## config.mk

```make
export PLATFORM = sky130hd
export DESIGN_NAME = uart_host_dma_sleep_regsel
export DESIGN_NICKNAME = d
export VERILOG_FILES = /design/src/common/uart_host_pkg.sv /design/src/logic/uart_host_dma_sleep_regsel.sv
export VERILOG_INCLUDE_DIRS = /design/src /design/src/common
export SDC_FILE = /design/constraint.sdc
export NUM_CORES = 1
export LEC_CHECK = 0
export ABC_AREA = 1
export BUFFER_PORTS_ARGS = -buffer_cell sky130_fd_sc_hd__buf_2
export CAP_MARGIN = 20
export CORE_MARGIN = 4
export CORE_UTILIZATION = 55
export CTS_CLUSTER_SIZE = 10
export DETAILED_ROUTE_END_ITERATION = 12
export GPL_ROUTABILITY_DRIVEN = 0
export PLACE_DENSITY = 0.77
export SYNTH_ARGS = -nofsm -noshare
export SYNTH_HDL_FRONTEND = slang
export SYNTH_SLANG_ARGS = --single-unit
```

## constraint.sdc

```tcl
create_clock -name core_clk_i -period 2.5 [get_ports core_clk_i]
set_input_delay 0.375 -clock core_clk_i [delete_from_list [all_inputs] [get_ports core_clk_i]]
set_output_delay 0.375 -clock core_clk_i [all_outputs]
set_load 0.005 [all_outputs]
```

## src/common/uart_host_map.svh

```systemverilog
// Constants of the UART host-bus, DMA request and sleep control block
// Assumes inclusion by uart_host_pkg only; holds definitions and nothing else
// Notes on behaviour
// - Strap picks dual or single strobe bus.
// - Dual strobe: chip select, then read/write strobe.
// - Single strobe: write strobe sampled at select fall.
// - Queue-control DMA and enable bits pick single/block transfers.
// - Single: tx request while transmitter empty.
// - Single: rx request while any character held.
// - Block: tx request at trigger, off when full.
// - Block: rx request at trigger/timeout, off empty/error.
// - Sleep allowed when enhanced and sleep enables set.
// - Sleep needs idle line, empty tx, no interrupts.
// - No sleep while receive queue holds data.
// - Asleep stops UART and baud clocks.
// - Wake on line edge, modem change, tx write.
// - Address lines pick default register set.
// - Line-control bit 7 maps divisor bytes.
// - Line-control top bits 100 map alternate function.
// - Special line-control value maps enhanced and flow chars.
// - Enhanced plus modem bit 6 map threshold/trigger.
// - Offset 7 fractional divisor under four conditions.
// - Offset 7 read gives queue-ready status with modem bit 2 set, bit 4 clear.
// - Guarded bits change only with enhanced bit set.
`ifndef UART_HOST_MAP_SVH
`define UART_HOST_MAP_SVH
// Synchronised pin vector layout
`define PIN_W 20
`define PIN_DATA_LSB 0
`define PIN_ADDR_LSB 8
`define PIN_CS 11
`define PIN_RDS 12
`define PIN_WRS 13
`define PIN_RX 14
`define PIN_MODEM_LSB 15
`define PIN_MODE 19
// Register offsets
`define OFS_0 3'h0
`define OFS_1 3'h1
`define OFS_2 3'h2
`define OFS_3 3'h3
`define OFS_4 3'h4
`define OFS_5 3'h5
`define OFS_6 3'h6
`define OFS_7 3'h7
// Access conditions and field positions
`define LC_SPECIAL 8'hBF
`define LC_ALT_TOP 3'h4
`define BIT_LC_DIV 7
`define BIT_EF_ENH 4
`define BIT_IE_SLEEP 4
`define BIT_QC_EN 0
`define BIT_QC_RXCLR 1
`define BIT_QC_TXCLR 2
`define BIT_QC_DMA 3
`define BIT_MC_RDY 2
`define BIT_MC_LOOP 4
`define BIT_MC_TT 6
`define BIT_RDY_TX 0
`define BIT_RDY_RX 1
`define FIFO_DEPTH 8'h80
// Reset values
`define RST_ZERO 8'h00
`define RST_LC 8'h1D
`define RST_AF 8'h10
`define RST_RESUME1 8'hFF
`define RST_RESUME2 8'hEF
`endif

```

## src/common/uart_host_pkg.sv

```systemverilog
// Types of the UART host-bus, DMA request and sleep control block
// Assumes the constants header is on the include path
package uart_host_pkg;
`include "uart_host_map.svh"

  typedef enum logic [2:0] {
    ACC_IDLE = 3'b001,
    ACC_READ = 3'b010,
    ACC_WRITE = 3'b100
  } access_state_t;

  typedef enum logic [4:0] {
    SEL_NONE, SEL_HOLD, SEL_DIV_LO, SEL_DIV_HI, SEL_INT_EN, SEL_IDENT_QC, SEL_ALT, SEL_ENH,
    SEL_LINE, SEL_MODEM_CTL, SEL_RES1, SEL_RES2, SEL_LINE_ST, SEL_MODEM_ST, SEL_PAUSE1,
    SEL_THRESH, SEL_PAUSE2, SEL_TRIG, SEL_FRAC, SEL_READY, SEL_SCRATCH
  } reg_sel_t;

  typedef struct packed {
    logic [7:0] divisor_low_byte;
    logic [7:0] divisor_high_byte;
    logic [7:0] interrupt_enable;
    logic [7:0] queue_control;
    logic [7:0] alternate_function;
    logic [7:0] enhanced_feature;
    logic [7:0] line_control;
    logic [7:0] modem_control;
    logic [7:0] flow_resume_char_1;
    logic [7:0] flow_resume_char_2;
    logic [7:0] flow_pause_char_1;
    logic [7:0] flow_pause_char_2;
    logic [7:0] flow_threshold_control;
    logic [7:0] trigger_level_control;
    logic [7:0] fractional_divisor;
    logic [7:0] scratch_byte;
  } cfg_regs_t;

  typedef struct packed {
    logic [7:0] rx_count;
    logic [7:0] tx_count;
    logic [7:0] rx_trigger_level;
    logic [7:0] tx_trigger_spaces;
    logic tx_shift_empty;
    logic rx_line_idle;
    logic rx_timeout;
    logic other_int_pending;
    logic rx_fifo_error;
    logic [7:0] receive_holding;
    logic [7:0] interrupt_ident;
    logic [7:0] line_status;
    logic [7:0] modem_status;
  } core_status_t;

  typedef struct packed {
    logic [`PIN_W-1:0] s1;
    logic [`PIN_W-1:0] s2;
    logic [`PIN_W-1:0] s3;
    logic [`PIN_W-1:0] pins;
    access_state_t acc;
    logic [2:0] addr;
    logic [7:0] wdata;
    cfg_regs_t cfg;
    logic [7:0] rdata;
    logic data_oe;
    logic tx_load;
    logic [7:0] tx_data;
    logic rx_take;
    logic [1:0] fifo_clear;
    logic tx_req_n;
    logic rx_req_n;
    logic asleep;
    logic clk_run;
  } state_t;

endpackage

```

## src/logic/uart_host_dma_sleep_regsel.sv

```systemverilog
// Host bus slave, register selection, DMA request pins and sleep control of a UART
// Assumes bus pins and wake pins are asynchronous; core status comes from core_clk_i logic
`timescale 1ns/1ps

module uart_host_dma_sleep_regsel
  import uart_host_pkg::*;
(
  // Clock and reset
  input wire logic core_clk_i,
  input wire logic arst_n_i,
  // Processor bus pins
  input wire logic mode_strap_i,
  input wire logic cs_n_i,
  input wire logic read_strobe_n_i,
  input wire logic write_strobe_n_i,
  input wire logic [2:0] addr_i,
  input wire logic [7:0] data_i,
  output logic [7:0] data_o,
  output logic data_oe_o,
  // Wake pins
  input wire logic rx_pin_i,
  input wire logic [3:0] modem_pins_i,
  // UART core status
  input wire core_status_t core_i,
  // UART core control
  output cfg_regs_t cfg_o,
  output logic tx_load_o,
  output logic [7:0] tx_data_o,
  output logic rx_take_o,
  output logic [1:0] fifo_clear_o,
  // DMA request pins
  output logic tx_dma_request_n_o,
  output logic rx_dma_request_n_o,
  // Sleep and clock gating
  output logic sleep_o,
  output logic uart_clk_run_o,
  output logic baud_clk_run_o
);

  // ==========================================================
  // Reset image
  localparam cfg_regs_t CFG_RST = '{
    divisor_low_byte: `RST_ZERO,
    divisor_high_byte: `RST_ZERO,
    interrupt_enable: `RST_ZERO,
    queue_control: `RST_ZERO,
    alternate_function: `RST_AF,
    enhanced_feature: `RST_ZERO,
    line_control: `RST_LC,
    modem_control: `RST_ZERO,
    flow_resume_char_1: `RST_RESUME1,
    flow_resume_char_2: `RST_RESUME2,
    flow_pause_char_1: `RST_ZERO,
    flow_pause_char_2: `RST_ZERO,
    flow_threshold_control: `RST_ZERO,
    trigger_level_control: `RST_ZERO,
    fractional_divisor: `RST_ZERO,
    scratch_byte: `RST_ZERO
  };

  localparam state_t STATE_RST = '{
    s1: '1,
    s2: '1,
    s3: '1,
    pins: '1,
    acc: ACC_IDLE,
    addr: 3'h0,
    wdata: 8'h00,
    cfg: CFG_RST,
    rdata: 8'h00,
    data_oe: 1'b0,
    tx_load: 1'b0,
    tx_data: 8'h00,
    rx_take: 1'b0,
    fifo_clear: 2'h0,
    tx_req_n: 1'b1,
    rx_req_n: 1'b1,
    asleep: 1'b0,
    clk_run: 1'b1
  };

  state_t q;
  state_t d;

  // ==========================================================
  // Register selection
  function automatic reg_sel_t decode(input logic [2:0] a, input cfg_regs_t c, input logic rd);
    logic special;
    logic div;
    logic enh;
    logic tt;
    logic excl;
    reg_sel_t s;
    special = (c.line_control == `LC_SPECIAL);
    div = c.line_control[`BIT_LC_DIV];
    enh = c.enhanced_feature[`BIT_EF_ENH];
    tt = enh & c.modem_control[`BIT_MC_TT];
    excl = c.modem_control[`BIT_MC_TT] & ~c.modem_control[`BIT_MC_LOOP] & c.modem_control[`BIT_MC_RDY];
    s = SEL_NONE;
    case (a)
      `OFS_0: s = div ? SEL_DIV_LO : SEL_HOLD;
      `OFS_1: s = div ? SEL_DIV_HI : SEL_INT_EN;
      `OFS_2: begin
        if (special) begin
          s = SEL_ENH;
        end else if (c.line_control[7:5] == `LC_ALT_TOP) begin
          s = SEL_ALT;
        end else begin
          s = SEL_IDENT_QC;
        end
      end
      `OFS_3: s = SEL_LINE;
      `OFS_4: s = special ? SEL_RES1 : SEL_MODEM_CTL;
      `OFS_5: begin
        if (special) begin
          s = SEL_RES2;
        end else begin
          s = rd ? SEL_LINE_ST : SEL_NONE;
        end
      end
      `OFS_6: begin
        if (special) begin
          s = SEL_PAUSE1;
        end else if (tt) begin
          s = SEL_THRESH;
        end else begin
          s = rd ? SEL_MODEM_ST : SEL_NONE;
        end
      end
      `OFS_7: begin
        if (special) begin
          s = SEL_PAUSE2;
        end else if (div & enh & ~excl) begin
          s = SEL_FRAC;
        end else if (tt) begin
          s = SEL_TRIG;
        end else if (rd & c.modem_control[`BIT_MC_RDY] & ~c.modem_control[`BIT_MC_LOOP]) begin
          s = SEL_READY;
        end else begin
          s = SEL_SCRATCH;
        end
      end
      default: s = SEL_NONE;
    endcase
    return s;
  endfunction

  // ==========================================================
  // Next state
  logic dual;
  logic cs_act;
  logic rd_act;
  logic wr_act;
  logic rx_chg;
  logic modem_chg;
  logic enh_on;
  logic single_dma;
  logic [7:0] tx_free;
  logic sleep_allow;
  logic idle_ok;
  logic wake;
  logic acc_end;
  reg_sel_t rsel;
  reg_sel_t wsel;

  always_comb begin
    d = q;
    // ====================
    // Three-stage pin synchronisers; a level counts once stages two and three agree
    d.s1 = {mode_strap_i, modem_pins_i, rx_pin_i, write_strobe_n_i, read_strobe_n_i, cs_n_i, addr_i, data_i};
    d.s2 = q.s1;
    d.s3 = q.s2;
    for (int i = 0; i < `PIN_W; i++) begin
      if (q.s2[i] == q.s3[i]) begin
        d.pins[i] = q.s3[i];
      end
    end
    rx_chg = (q.s2[`PIN_RX] == q.s3[`PIN_RX]) && (q.s3[`PIN_RX] != q.pins[`PIN_RX]);
    modem_chg = 1'b0;
    for (int j = `PIN_MODEM_LSB; j < `PIN_MODEM_LSB + 4; j++) begin
      if ((q.s2[j] == q.s3[j]) && (q.s3[j] != q.pins[j])) begin
        modem_chg = 1'b1;
      end
    end

    dual = q.pins[`PIN_MODE];
    cs_act = ~q.pins[`PIN_CS];
    rd_act = ~q.pins[`PIN_RDS];
    wr_act = ~q.pins[`PIN_WRS];
    enh_on = q.cfg.enhanced_feature[`BIT_EF_ENH];
    rsel = decode(q.addr, q.cfg, 1'b1);
    wsel = decode(q.addr, q.cfg, 1'b0);
    acc_end = 1'b0;
    d.tx_load = 1'b0;
    d.rx_take = 1'b0;
    d.fifo_clear = 2'h0;

    // ====================
    // Bus access sequencing
    case (q.acc)
      ACC_IDLE: begin
        d.data_oe = 1'b0;
        d.addr = q.pins[`PIN_ADDR_LSB +: 3];
        d.wdata = q.pins[`PIN_DATA_LSB +: 8];
        if (cs_act) begin
          if (dual) begin
            if (rd_act) begin
              d.acc = ACC_READ;
            end else if (wr_act) begin
              d.acc = ACC_WRITE;
            end
          end else begin
            d.acc = wr_act ? ACC_WRITE : ACC_READ;
          end
        end
      end
      ACC_READ: begin
        acc_end = dual ? (~cs_act | ~rd_act) : ~cs_act;
        d.data_oe = ~acc_end;
        case (rsel)
          SEL_HOLD: d.rdata = core_i.receive_holding;
          SEL_DIV_LO: d.rdata = q.cfg.divisor_low_byte;
          SEL_DIV_HI: d.rdata = q.cfg.divisor_high_byte;
          SEL_INT_EN: d.rdata = q.cfg.interrupt_enable;
          SEL_IDENT_QC: d.rdata = core_i.interrupt_ident;
          SEL_ALT: d.rdata = q.cfg.alternate_function;
          SEL_ENH: d.rdata = q.cfg.enhanced_feature;
          SEL_LINE: d.rdata = q.cfg.line_control;
          SEL_MODEM_CTL: d.rdata = q.cfg.modem_control;
          SEL_RES1: d.rdata = q.cfg.flow_resume_char_1;
          SEL_RES2: d.rdata = q.cfg.flow_resume_char_2;
          SEL_LINE_ST: d.rdata = core_i.line_status;
          SEL_MODEM_ST: d.rdata = core_i.modem_status;
          SEL_PAUSE1: d.rdata = q.cfg.flow_pause_char_1;
          SEL_THRESH: d.rdata = q.cfg.flow_threshold_control;
          SEL_PAUSE2: d.rdata = q.cfg.flow_pause_char_2;
          SEL_TRIG: d.rdata = q.cfg.trigger_level_control;
          SEL_FRAC: d.rdata = q.cfg.fractional_divisor;
          SEL_SCRATCH: d.rdata = q.cfg.scratch_byte;
          SEL_READY: begin
            d.rdata = 8'h00;
            d.rdata[`BIT_RDY_TX] = ~q.tx_req_n;
            d.rdata[`BIT_RDY_RX] = ~q.rx_req_n;
          end
          default: d.rdata = 8'h00;
        endcase
        if (acc_end) begin
          d.acc = ACC_IDLE;
          d.rx_take = (rsel == SEL_HOLD);
        end
      end
      ACC_WRITE: begin
        acc_end = dual ? (~cs_act | ~wr_act) : ~cs_act;
        d.data_oe = 1'b0;
        // Data tracks the pins until the end is seen, so the last settled byte is written
        if (!acc_end) begin
          d.wdata = q.pins[`PIN_DATA_LSB +: 8];
        end else begin
          d.acc = ACC_IDLE;
          case (wsel)
            SEL_HOLD: begin
              d.tx_load = 1'b1;
              d.tx_data = q.wdata;
            end
            SEL_DIV_LO: d.cfg.divisor_low_byte = q.wdata;
            SEL_DIV_HI: d.cfg.divisor_high_byte = q.wdata;
            SEL_INT_EN: begin
              d.cfg.interrupt_enable[3:0] = q.wdata[3:0];
              if (enh_on) begin
                d.cfg.interrupt_enable[7:4] = q.wdata[7:4];
              end
            end
            SEL_IDENT_QC: begin
              d.cfg.queue_control = {q.cfg.queue_control[7:6], q.cfg.queue_control[5:4], q.wdata[3], 2'b00, q.wdata[0]};
              d.cfg.queue_control[7:6] = q.wdata[7:6];
              if (enh_on) begin
                d.cfg.queue_control[5:4] = q.wdata[5:4];
              end
              d.fifo_clear = {q.wdata[`BIT_QC_TXCLR], q.wdata[`BIT_QC_RXCLR]};
            end
            SEL_ALT: d.cfg.alternate_function = q.wdata;
            SEL_ENH: d.cfg.enhanced_feature = q.wdata;
            SEL_LINE: d.cfg.line_control = q.wdata;
            SEL_MODEM_CTL: begin
              d.cfg.modem_control[4:0] = q.wdata[4:0];
              if (enh_on) begin
                d.cfg.modem_control[7:5] = q.wdata[7:5];
              end
            end
            SEL_RES1: d.cfg.flow_resume_char_1 = q.wdata;
            SEL_RES2: d.cfg.flow_resume_char_2 = q.wdata;
            SEL_PAUSE1: d.cfg.flow_pause_char_1 = q.wdata;
            SEL_THRESH: d.cfg.flow_threshold_control = q.wdata;
            SEL_PAUSE2: d.cfg.flow_pause_char_2 = q.wdata;
            SEL_TRIG: d.cfg.trigger_level_control = q.wdata;
            SEL_FRAC: d.cfg.fractional_divisor = q.wdata;
            SEL_SCRATCH: d.cfg.scratch_byte = q.wdata;
            default: d.cfg = q.cfg;
          endcase
        end
      end
      default: begin
        d.acc = ACC_IDLE;
        d.data_oe = 1'b0;
      end
    endcase

    // ====================
    // DMA request pins, stored active low
    // Block mode holds each request between its set and clear levels
    single_dma = ~q.cfg.queue_control[`BIT_QC_DMA] | ~q.cfg.queue_control[`BIT_QC_EN];
    tx_free = `FIFO_DEPTH - core_i.tx_count;
    if (single_dma) begin
      d.tx_req_n = (core_i.tx_count != 8'h00);
      d.rx_req_n = (core_i.rx_count == 8'h00);
    end else begin
      if (core_i.tx_count >= `FIFO_DEPTH) begin
        d.tx_req_n = 1'b1;
      end else if (tx_free >= core_i.tx_trigger_spaces) begin
        d.tx_req_n = 1'b0;
      end
      if ((core_i.rx_count == 8'h00) || core_i.rx_fifo_error) begin
        d.rx_req_n = 1'b1;
      end else if ((core_i.rx_count >= core_i.rx_trigger_level) || core_i.rx_timeout) begin
        d.rx_req_n = 1'b0;
      end
    end

    // ====================
    // Sleep entry and wake
    // A wake event blocks entry in the same cycle so it is never lost
    sleep_allow = enh_on & q.cfg.interrupt_enable[`BIT_IE_SLEEP];
    idle_ok = core_i.rx_line_idle & (core_i.tx_count == 8'h00) & core_i.tx_shift_empty
      & ~core_i.other_int_pending;
    idle_ok = idle_ok & (core_i.rx_count == 8'h00);
    wake = rx_chg | modem_chg | d.tx_load;
    if (q.asleep) begin
      if (wake || !sleep_allow) begin
        d.asleep = 1'b0;
      end
    end else if (sleep_allow && idle_ok && !wake) begin
      d.asleep = 1'b1;
    end
    d.clk_run = ~d.asleep;
  end

  // ==========================================================
  // State register
  always_ff @(posedge core_clk_i or negedge arst_n_i) begin
    if (!arst_n_i) begin
      q <= STATE_RST;
    end else begin
      q <= d;
    end
  end

  // ==========================================================
  // Outputs
  assign data_o = q.rdata;
  assign data_oe_o = q.data_oe;
  assign cfg_o = q.cfg;
  assign tx_load_o = q.tx_load;
  assign tx_data_o = q.tx_data;
  assign rx_take_o = q.rx_take;
  assign fifo_clear_o = q.fifo_clear;
  assign tx_dma_request_n_o = q.tx_req_n;
  assign rx_dma_request_n_o = q.rx_req_n;
  assign sleep_o = q.asleep;
  assign uart_clk_run_o = q.clk_run;
  assign baud_clk_run_o = q.clk_run;

endmodule

```

==> results of run 1 <==
layout make-up:
cell class                      instances  area, µm²
Inverter                              106        402
Clock inverter                          2       28.8
Sequential cell                       245       6260
Multi-Input combinational cell        790       4220
Fill cell                            1688       7230
Tap cell                              275        344
Timing Repair Buffer                  315       1890
Clock buffer                           51        838
placed cells by master (no fill, tap or decap), drive strengths merged:
| cell | netlist | final |
|---|---|---|
| maj3 | 15 | 15 |
| a22o | 3 | 3 |
| a21boi | 2 | 2 |
| clkinvlp | 0 | 1 |
| nand4 | 54 | 55 |
| o21a | 5 | 5 |
| clkinv | 6 | 3 |
| a2111o | 1 | 1 |
| xor2 | 3 | 3 |
| nor4 | 5 | 5 |
| nand3 | 47 | 47 |
| o31ai | 1 | 1 |
| o211ai | 4 | 4 |
| dfrtp | 141 | 141 |
| inv | 100 | 104 |
| nor3 | 19 | 19 |
| a221oi | 7 | 7 |
| o21ai | 157 | 157 |
| nand2 | 357 | 358 |
| or2 | 1 | 1 |
| dlygate4sd3 | 0 | 21 |
| nand3b | 1 | 1 |
| a21oi | 16 | 16 |
| xnor2 | 1 | 1 |
| nor2 | 65 | 65 |
| dfstp | 104 | 104 |
| and2 | 1 | 1 |
| o2111ai | 3 | 3 |
| a41o | 1 | 1 |
| clkbuf | 21 | 51 |
| conb | 1 | 2 |
| buf | 162 | 294 |
| ha | 17 | 17 |
report_power, final:
| group | total (mW) | switching [mW] | internal (mW) |
|---|---|---|---|
| clock network | 3.85 | 1.59 | 2.26 |
| registers | 4.94 | 0.405 | 4.53 |
| logic | 4.06 | 2.80 | 1.26 |
layer usage:
layer,vias to the layer above,share of wire
met4,0,0.046
met5,-,0
li1,4527,-
met2,500,0.46
met1,4671,0.40
met3,111,0.091
metrics by stage:
stage          TNS, ns  hold slack (ns)  instance area [µm²]  std cells
2_1_floorplan        0           0.0794                12000       1322
5_1_grt          -1.28           0.0706                14000       1784
3_5_place_dp   -0.0769            0.347                12600       1701
6_report       -0.0757           0.0765                14000       1784
4_1_cts              0           0.0597                13700       1775
3_3_place_gp         0            0.346                12600       1701
cell families after synthesis:
| group | share of synthesized area |
|---|---|
| xor+xnor | 0.00293 |
| fa+ha+maj | 0.0303 |
| buf+inv | 0.141 |
| other cells | 0.000313 |
| flops | 0.523 |
| simple gates | 0.205 |
| compound gates | 0.0978 |
what timing repair did:
action,4_1_cts,5_1_grt
gates resized for setup,3,48
gates cloned,0,2
setup endpoints to repair,3,55
buffers inserted,0,7
pin swaps,1,14
hold buffers,21,0
hold endpoints to repair,78,0
worst max-delay path: stages (launching register included):
cell	delay [ns]
sky130_fd_sc_hd__dfrtp_1	0.46
sky130_fd_sc_hd__nand2_1	0.17
sky130_fd_sc_hd__nor2_4	0.18
sky130_fd_sc_hd__buf_4	0.22
sky130_fd_sc_hd__nand4_1	0.19
sky130_fd_sc_hd__nand2_2	0.17
sky130_fd_sc_hd__o21ai_2	0.10
sky130_fd_sc_hd__inv_2	0.10
sky130_fd_sc_hd__nand2_1	0.10
sky130_fd_sc_hd__nor3_4	0.21
sky130_fd_sc_hd__nand4_2	0.12
sky130_fd_sc_hd__buf_4	0.23
sky130_fd_sc_hd__nand2_1	0.09
sky130_fd_sc_hd__o21ai_2	0.05
worst min path at each step:
stage                                           endpoint  slack [ns]  cells past startpoint
after floorplan                     cfg_o[0]$_DFFE_PN0P_        0.08                      0
after global placement                  d[201]$_DFF_PN1_        0.35                      0
after detailed placement                d[191]$_DFF_PN1_        0.35                      0
after CTS                 tx_dma_request_n_o$_DFFE_PN1P_        0.06                      3
after global routing      tx_dma_request_n_o$_DFFE_PN1P_        0.07                      3
final                     tx_dma_request_n_o$_DFFE_PN1P_        0.08                      3
registers in the layout, summed over array words and instances (netlist names):
register            count
dual                    1
tx_load_o               1
data_oe_o               1
rx_take_o               1
tx_dma_request_n_o      1
rx_dma_request_n_o      1
data_o                  8
tx_data_o               8
cfg_o                 126
baud_clk_run_o          1
q                      53
sleep_o                 1
d                      40
fifo_clear_o            2
==> impl_metrics.py, run 1 <==
metrics = {
    "synthesis": {
        "ys_flop_type": "sky130_fd_sc_hd__dfrtp_1",
        "synth-async-reset-ratio": 1.00,
        "synthTopCellsByCount": "349 x sky130_fd_sc_hd__nand2_1, 151 x sky130_fd_sc_hd__buf_4, 141 x sky130_fd_sc_hd__dfrtp_1",
        "most_repeated_cell_in_the_gate_level_netlist_after_synthesis": "sky130_fd_sc_hd__nand2_1",
        "netlist-cell-type-count": 49,
        "ys_ff_latch": 245,
        "yosys_warnings": 0,
        "syn_inst": 1321,
        "ys_seq_area_frac": 0.523,
        "synthDominantAreaCellType": "sky130_fd_sc_hd__dfrtp_1",
        "area_share_of_the_leading_cell_type_in_the_synthesized_netlist": 0.295,
        "yosys-top-cells-area": "sky130_fd_sc_hd__dfrtp_1 29%, sky130_fd_sc_hd__dfstp_2 23%, sky130_fd_sc_hd__nand2_1 11%, sky130_fd_sc_hd__buf_4 9.5%, sky130_fd_sc_hd__o21ai_0 5.1%",
        "synth-edff-count": 0,
        "post_synth_instance_area_mm2": 0.0120,
        "post_synth.cell_area_avg_um2": 9.06,
    },
    "flow_run": {
        "cap_violations": 0,
    },
    "clock_tree": {
        "cts_root_buffer": "sky130_fd_sc_hd__clkbuf_16",
        "cts-htree-levels": 1,
        "clock_sinks": 245,
        "clock_path_buffers": 3,
        "tritoncts": "done",
        "clock_latency_ns": 0.55,
        "cts-buffers-inserted": 29,
        "clk_pin_slew_ns": 0.05,
    },
    "power": {
        "power.ir.vdd_worst_v": 0.000657,
        "power_mw": 12.8,
        "power.density_cell_area_mw_per_mm2": 919,
        "power_leakage_nw": 7.02,
    },
    "timing": {
        "max-slew-margin-rel": 0.417,
        "final.setup.worst_slack_ns": -0.0206,
        "transition_time_of_the_tightest_slew_check_pin_ns": 0.873,
        "rsz0062_at_grt": "yes",
        "maxClockFrequency_ghz": 0.397,
        "final.period_utilization": 1.01,
        "layout_min_cycle_time_ns": 2.52,
        "fin_worst_skew_ns": 0.0128,
        "finalHoldViolCount": 0,
        "finalSetupViolations": 5,
        "finalMaxSlewViolations": 0,
    },
    "global_route": {
        "gr-usage-met1": 0.374,
        "grt_remaining_overflow": 0,
        "first_global_vias": 9319,
        "wire_length_of_the_first_global_routing_pass_um": 52300,
        "grtUsageMet3": 0.0545,
        "initial_antenna_violation_count": 0,
        "globalRouteMet2Util": 0.440,
        "grt_start_max_net_pins": 83,
        "globalRoute.busiestLayer": "met2",
        "gr-usage-all-layers": 0.276,
    },
    "die": {
        "floorplan.initialDensity": 0.564,
        "i_o_pins": 245,
        "std_cell_rows": 53,
        "fp.dieArea_mm2": 0.0242,
        "core_area_mm2": 0.0212,
        "dieWidth_um": 155,
        "die-height_um": 155,
    },
    "place": {
        "detailed_place_hpwl_um": 24800,
        "portBuffers": 242,
        "detailedPlace.worstSlack_ns": -0.0545,
    },
    "min_path": {
        "worst_hold_path_type": "in2reg",
        "min_from": "core_i[60]",
    },
    "worst_setup_path": {
        "critical_path.endpoint_type": "flip-flop",
        "worstSetupPathType": "reg2reg",
        "worst_r2r_startpoint": "q[162]$_DFFE_PN0P_",
        "worst-endpoint-required_ns": 2.90,
        "crit_arrival_ns": 2.93,
        "critPathMaxFanout": 16,
        "timing.critical_path.to": "cfg_o[35]$_DFFE_PN0P_",
        "rr_worst_depth": 13,
        "timing.rr.end": "cfg_o[35]$_DFFE_PN0P_",
        "worst_setup_path_startpoint": "q[162]$_DFFE_PN0P_",
        "timing.reg2reg.setup_slack_ns": -0.02,
        "critical_path.startpoint_type": "flip-flop",
    },
    "routing": {
        "drtPass1Iterations": 7,
        "route.detailed.wl_per_inst_um": 19.3,
        "wl_um": 34400,
        "num_vias": 9809,
        "ant_nets": 0,
        "detail_route.vias_per_cell": 5.50,
        "drt_drc_violations_left": 0,
        "first_iter_violations": 961,
    },
    "run_status": {
        "status": "complete, but fails checks",
        "failed_checks": "negative setup slack",
    },
    "layout": {
        "layout_cells_sized_above_1": 0.346,
        "areaGrowthSynthToFinish_pct": 16.9,
        "nNetsFinal": 1595,
        "final_util": 0.659,
        "num_antenna_cells": 0,
    },
}
No activity file was read; power rests on OpenSTA's default activity.
==> run 2: changes to the inputs <==
Settings changed: ABC_AREA 1 to not set, GPL_TIMING_DRIVEN set to 0.
==> impl_metrics.py, run 2 <==
metrics = {
    "routing": {
        "route.detailed.wl_per_inst_um": 25.0,
        "wl_um": 41200,
        "ant_nets": 0,
        "num_vias": 9928,
        "drtPass1Iterations": 5,
        "drt_drc_violations_left": 0,
        "detail_route.vias_per_cell": 6.03,
        "first_iter_violations": 1021,
    },
    "synthesis": {
        "post_synth.cell_area_avg_um2": 12.1,
        "synth-async-reset-ratio": 1.00,
        "synthDominantAreaCellType": "sky130_fd_sc_hd__dfrtp_1",
        "ys_flop_type": "sky130_fd_sc_hd__dfrtp_1",
        "synthTopCellsByCount": "150 x sky130_fd_sc_hd__buf_4, 150 x sky130_fd_sc_hd__mux2_2, 141 x sky130_fd_sc_hd__dfrtp_1",
        "post_synth_instance_area_mm2": 0.0121,
        "netlist-cell-type-count": 72,
        "ys_seq_area_frac": 0.519,
        "syn_inst": 998,
        "yosys-top-cells-area": "sky130_fd_sc_hd__dfrtp_1 29%, sky130_fd_sc_hd__dfstp_2 23%, sky130_fd_sc_hd__mux2_2 14%, sky130_fd_sc_hd__buf_4 9.3%, sky130_fd_sc_hd__mux2i_1 1.8%",
        "ys_ff_latch": 245,
        "area_share_of_the_leading_cell_type_in_the_synthesized_netlist": 0.292,
        "synth-edff-count": 0,
        "yosys_warnings": 0,
    },
    "worst_setup_path": {
        "timing.reg2reg.setup_slack_ns": -0.46,
        "crit_arrival_ns": 3.39,
        "worst_setup_path_startpoint": "cfg_o[70]$_DFFE_PN0P_",
        "worstSetupPathType": "reg2reg",
        "critical_path.startpoint_type": "flip-flop",
        "worst_r2r_startpoint": "cfg_o[70]$_DFFE_PN0P_",
        "critPathMaxFanout": 8,
        "worst-endpoint-required_ns": 2.93,
        "critical_path.endpoint_type": "flip-flop",
    },
    "clock_tree": {
        "clk_pin_slew_ns": 0.06,
        "cts-buffers-inserted": 28,
        "tritoncts": "done",
        "clock_sinks": 245,
        "clock_latency_ns": 0.55,
        "cts-htree-levels": 1,
        "cts_root_buffer": "sky130_fd_sc_hd__clkbuf_16",
        "clock_path_buffers": 3,
    },
    "timing": {
        "max-slew-margin-rel": 0.323,
        "setup_total_negative_slack_ns": -47.92,
        "transition_time_of_the_tightest_slew_check_pin_ns": 1.01,
        "finalSetupViolations": 147,
        "final.setup.worst_slack_ns": -0.460,
        "layout_min_cycle_time_ns": 2.96,
        "maxClockFrequency_ghz": 0.338,
        "final.period_utilization": 1.18,
        "rsz0062_at_grt": "yes",
        "finalHoldViolCount": 0,
        "finalMaxSlewViolations": 0,
        "fin_worst_skew_ns": 0.0165,
    },
    "global_route": {
        "grt_remaining_overflow": 0,
        "grt_start_max_net_pins": 127,
        "initial_antenna_violation_count": 1,
        "gr-usage-all-layers": 0.303,
        "first_global_vias": 9804,
        "wire_length_of_the_first_global_routing_pass_um": 57200,
    },
    "layout": {
        "final_design_instance_area_without_fill_mm2": 0.0164,
        "layout_cells_sized_above_1": 0.638,
        "nNetsFinal": 1459,
        "stdcell_count": 1647,
        "layout.cells.most_common": "sky130_fd_sc_hd__buf_2",
        "largest_register_ff_count": 126,
        "final_util": 0.772,
        "fill_cells": 1265,
        "final_cell_mix": "242 x sky130_fd_sc_hd__buf_2, 187 x sky130_fd_sc_hd__buf_4, 135 x sky130_fd_sc_hd__dfrtp_1",
        "areaGrowthSynthToFinish_pct": 36.3,
        "num_antenna_cells": 0,
    },
    "place": {
        "portBuffers": 242,
        "detailed_place_hpwl_um": 24600,
        "cell_area_reported_after_detailed_placement_mm2": 0.0137,
        "detailedPlace.worstSlack_ns": -0.656,
        "place.detailed.instances": 1517,
    },
    "power": {
        "power.ir.vdd_worst_v": 0.000630,
        "power.density_cell_area_mw_per_mm2": 994,
        "power_leakage_nw": 7.99,
    },
    "min_path": {
        "min_from": "core_i[60]",
        "worst_hold_path_type": "in2reg",
    },
    "die": {
        "i_o_pins": 245,
        "die-height_um": 156,
        "std_cell_rows": 53,
        "dieWidth_um": 156,
        "floorplan.initialDensity": 0.567,
        "core_area_mm2": 0.0213,
        "fp.dieArea_mm2": 0.0244,
    },
    "run_status": {
        "status": "complete, but fails checks",
        "failed_checks": "negative setup slack",
    },
    "flow_run": {
        "cap_violations": 0,
    },
}
-- run 2: changes by cell type in the layout (fill, tap and decap cells not counted), moves of 13 or more --
cell / delta
sky130_fd_sc_hd__buf_6: +26
sky130_fd_sc_hd__a22oi_1: +14
sky130_fd_sc_hd__o21ai_2: -13
sky130_fd_sc_hd__nand2_1: -307
sky130_fd_sc_hd__mux2i_1: +21
sky130_fd_sc_hd__mux2_4: +91
sky130_fd_sc_hd__o21ai_1: -16
sky130_fd_sc_hd__nand4_1: -47
sky130_fd_sc_hd__inv_1: -72
sky130_fd_sc_hd__o21ai_0: -100
sky130_fd_sc_hd__mux2_2: +59
sky130_fd_sc_hd__buf_4: +143
sky130_fd_sc_hd__nand3_1: -33
-- run 2: path summary, 6_finish.rpt --
check | endpoint | cells after the start
setup / recovery | cfg_o[78]$_DFFE_PN0P_ | 9
hold / removal | tx_dma_request_n_o$_DFFE_PN1P_ | 2
setup reg to reg | cfg_o[78]$_DFFE_PN0P_ | 9
hold reg to reg | d[193]$_DFF_PN1_ | 0
max in group asynchronous | q[158]$_DFFE_PN0P_ | 3
min in group asynchronous | data_o[0]$_DFFE_PN0P_ | 2
-- run 2: per-layer routing --
layer  share of wire  track usage
met1            0.37        0.394
met2            0.48        0.501
met3           0.095       0.0577
met4           0.060        0.128
met5         0.00032            0
-- run 2: what timing repair did --
item,CTS,global route
endpoints found under the setup margin,147,145
setup buffers,47,19
hold buffers,21,0
cloned,1,0
endpoints found under the hold margin,63,0
pin swaps,34,30
gates resized for setup,190,105
-- run 2: logic make-up after synthesis --
family,synth area share
mux,0.158
xor+xnor,0.00435
flops,0.519
compound gates,0.0823
simple gates,0.0911
fa+ha+maj,0.0342
other cells,0.000311
buf+inv,0.111
-- run 2: cell type report --
type,instances,area (µm²),share of cell area
multi-input cells,552,5510,0.335
clock inverters,1,16.3,0.000989
flip-flops and latches,245,6270,0.381
inverters,20,75.1,0.00457
repair buffers,329,2110,0.129
plain buffers,175,1320,0.0800
clock buffers,50,803,0.0489
well taps,275,344,0.0209
-- run 2: metrics by stage --
stage	power [mW]	hold slack, ns
floorplan	8.38	0.0794
global placement	10.2	0.345
detailed placement	10.3	0.347
CTS	15.0	0.0632
global route	16.9	0.0697
finish	16.3	0.0767
-- run 2: worst max-delay path, stage by stage, from the launching register on --
cell and delay (ns):
sky130_fd_sc_hd__dfrtp_2 0.49, sky130_fd_sc_hd__and3b_2 0.31, sky130_fd_sc_hd__o21ai_1 0.48, sky130_fd_sc_hd__mux2i_4 0.19, sky130_fd_sc_hd__or2_4 0.30, sky130_fd_sc_hd__buf_12 0.13
sky130_fd_sc_hd__nor4_4 0.19, sky130_fd_sc_hd__buf_6 0.26, sky130_fd_sc_hd__nand2_4 0.14, sky130_fd_sc_hd__mux2_2 0.33
-- run 2: report_power, final --
| group | internal [mW] | switching (mW) | leakage [nW] |
|---|---|---|---|
| registers | 4.79 | 0.988 | 2.99 |
| clock network | 2.15 | 1.59 | 0.390 |
| logic | 3.34 | 3.48 | 4.62 |
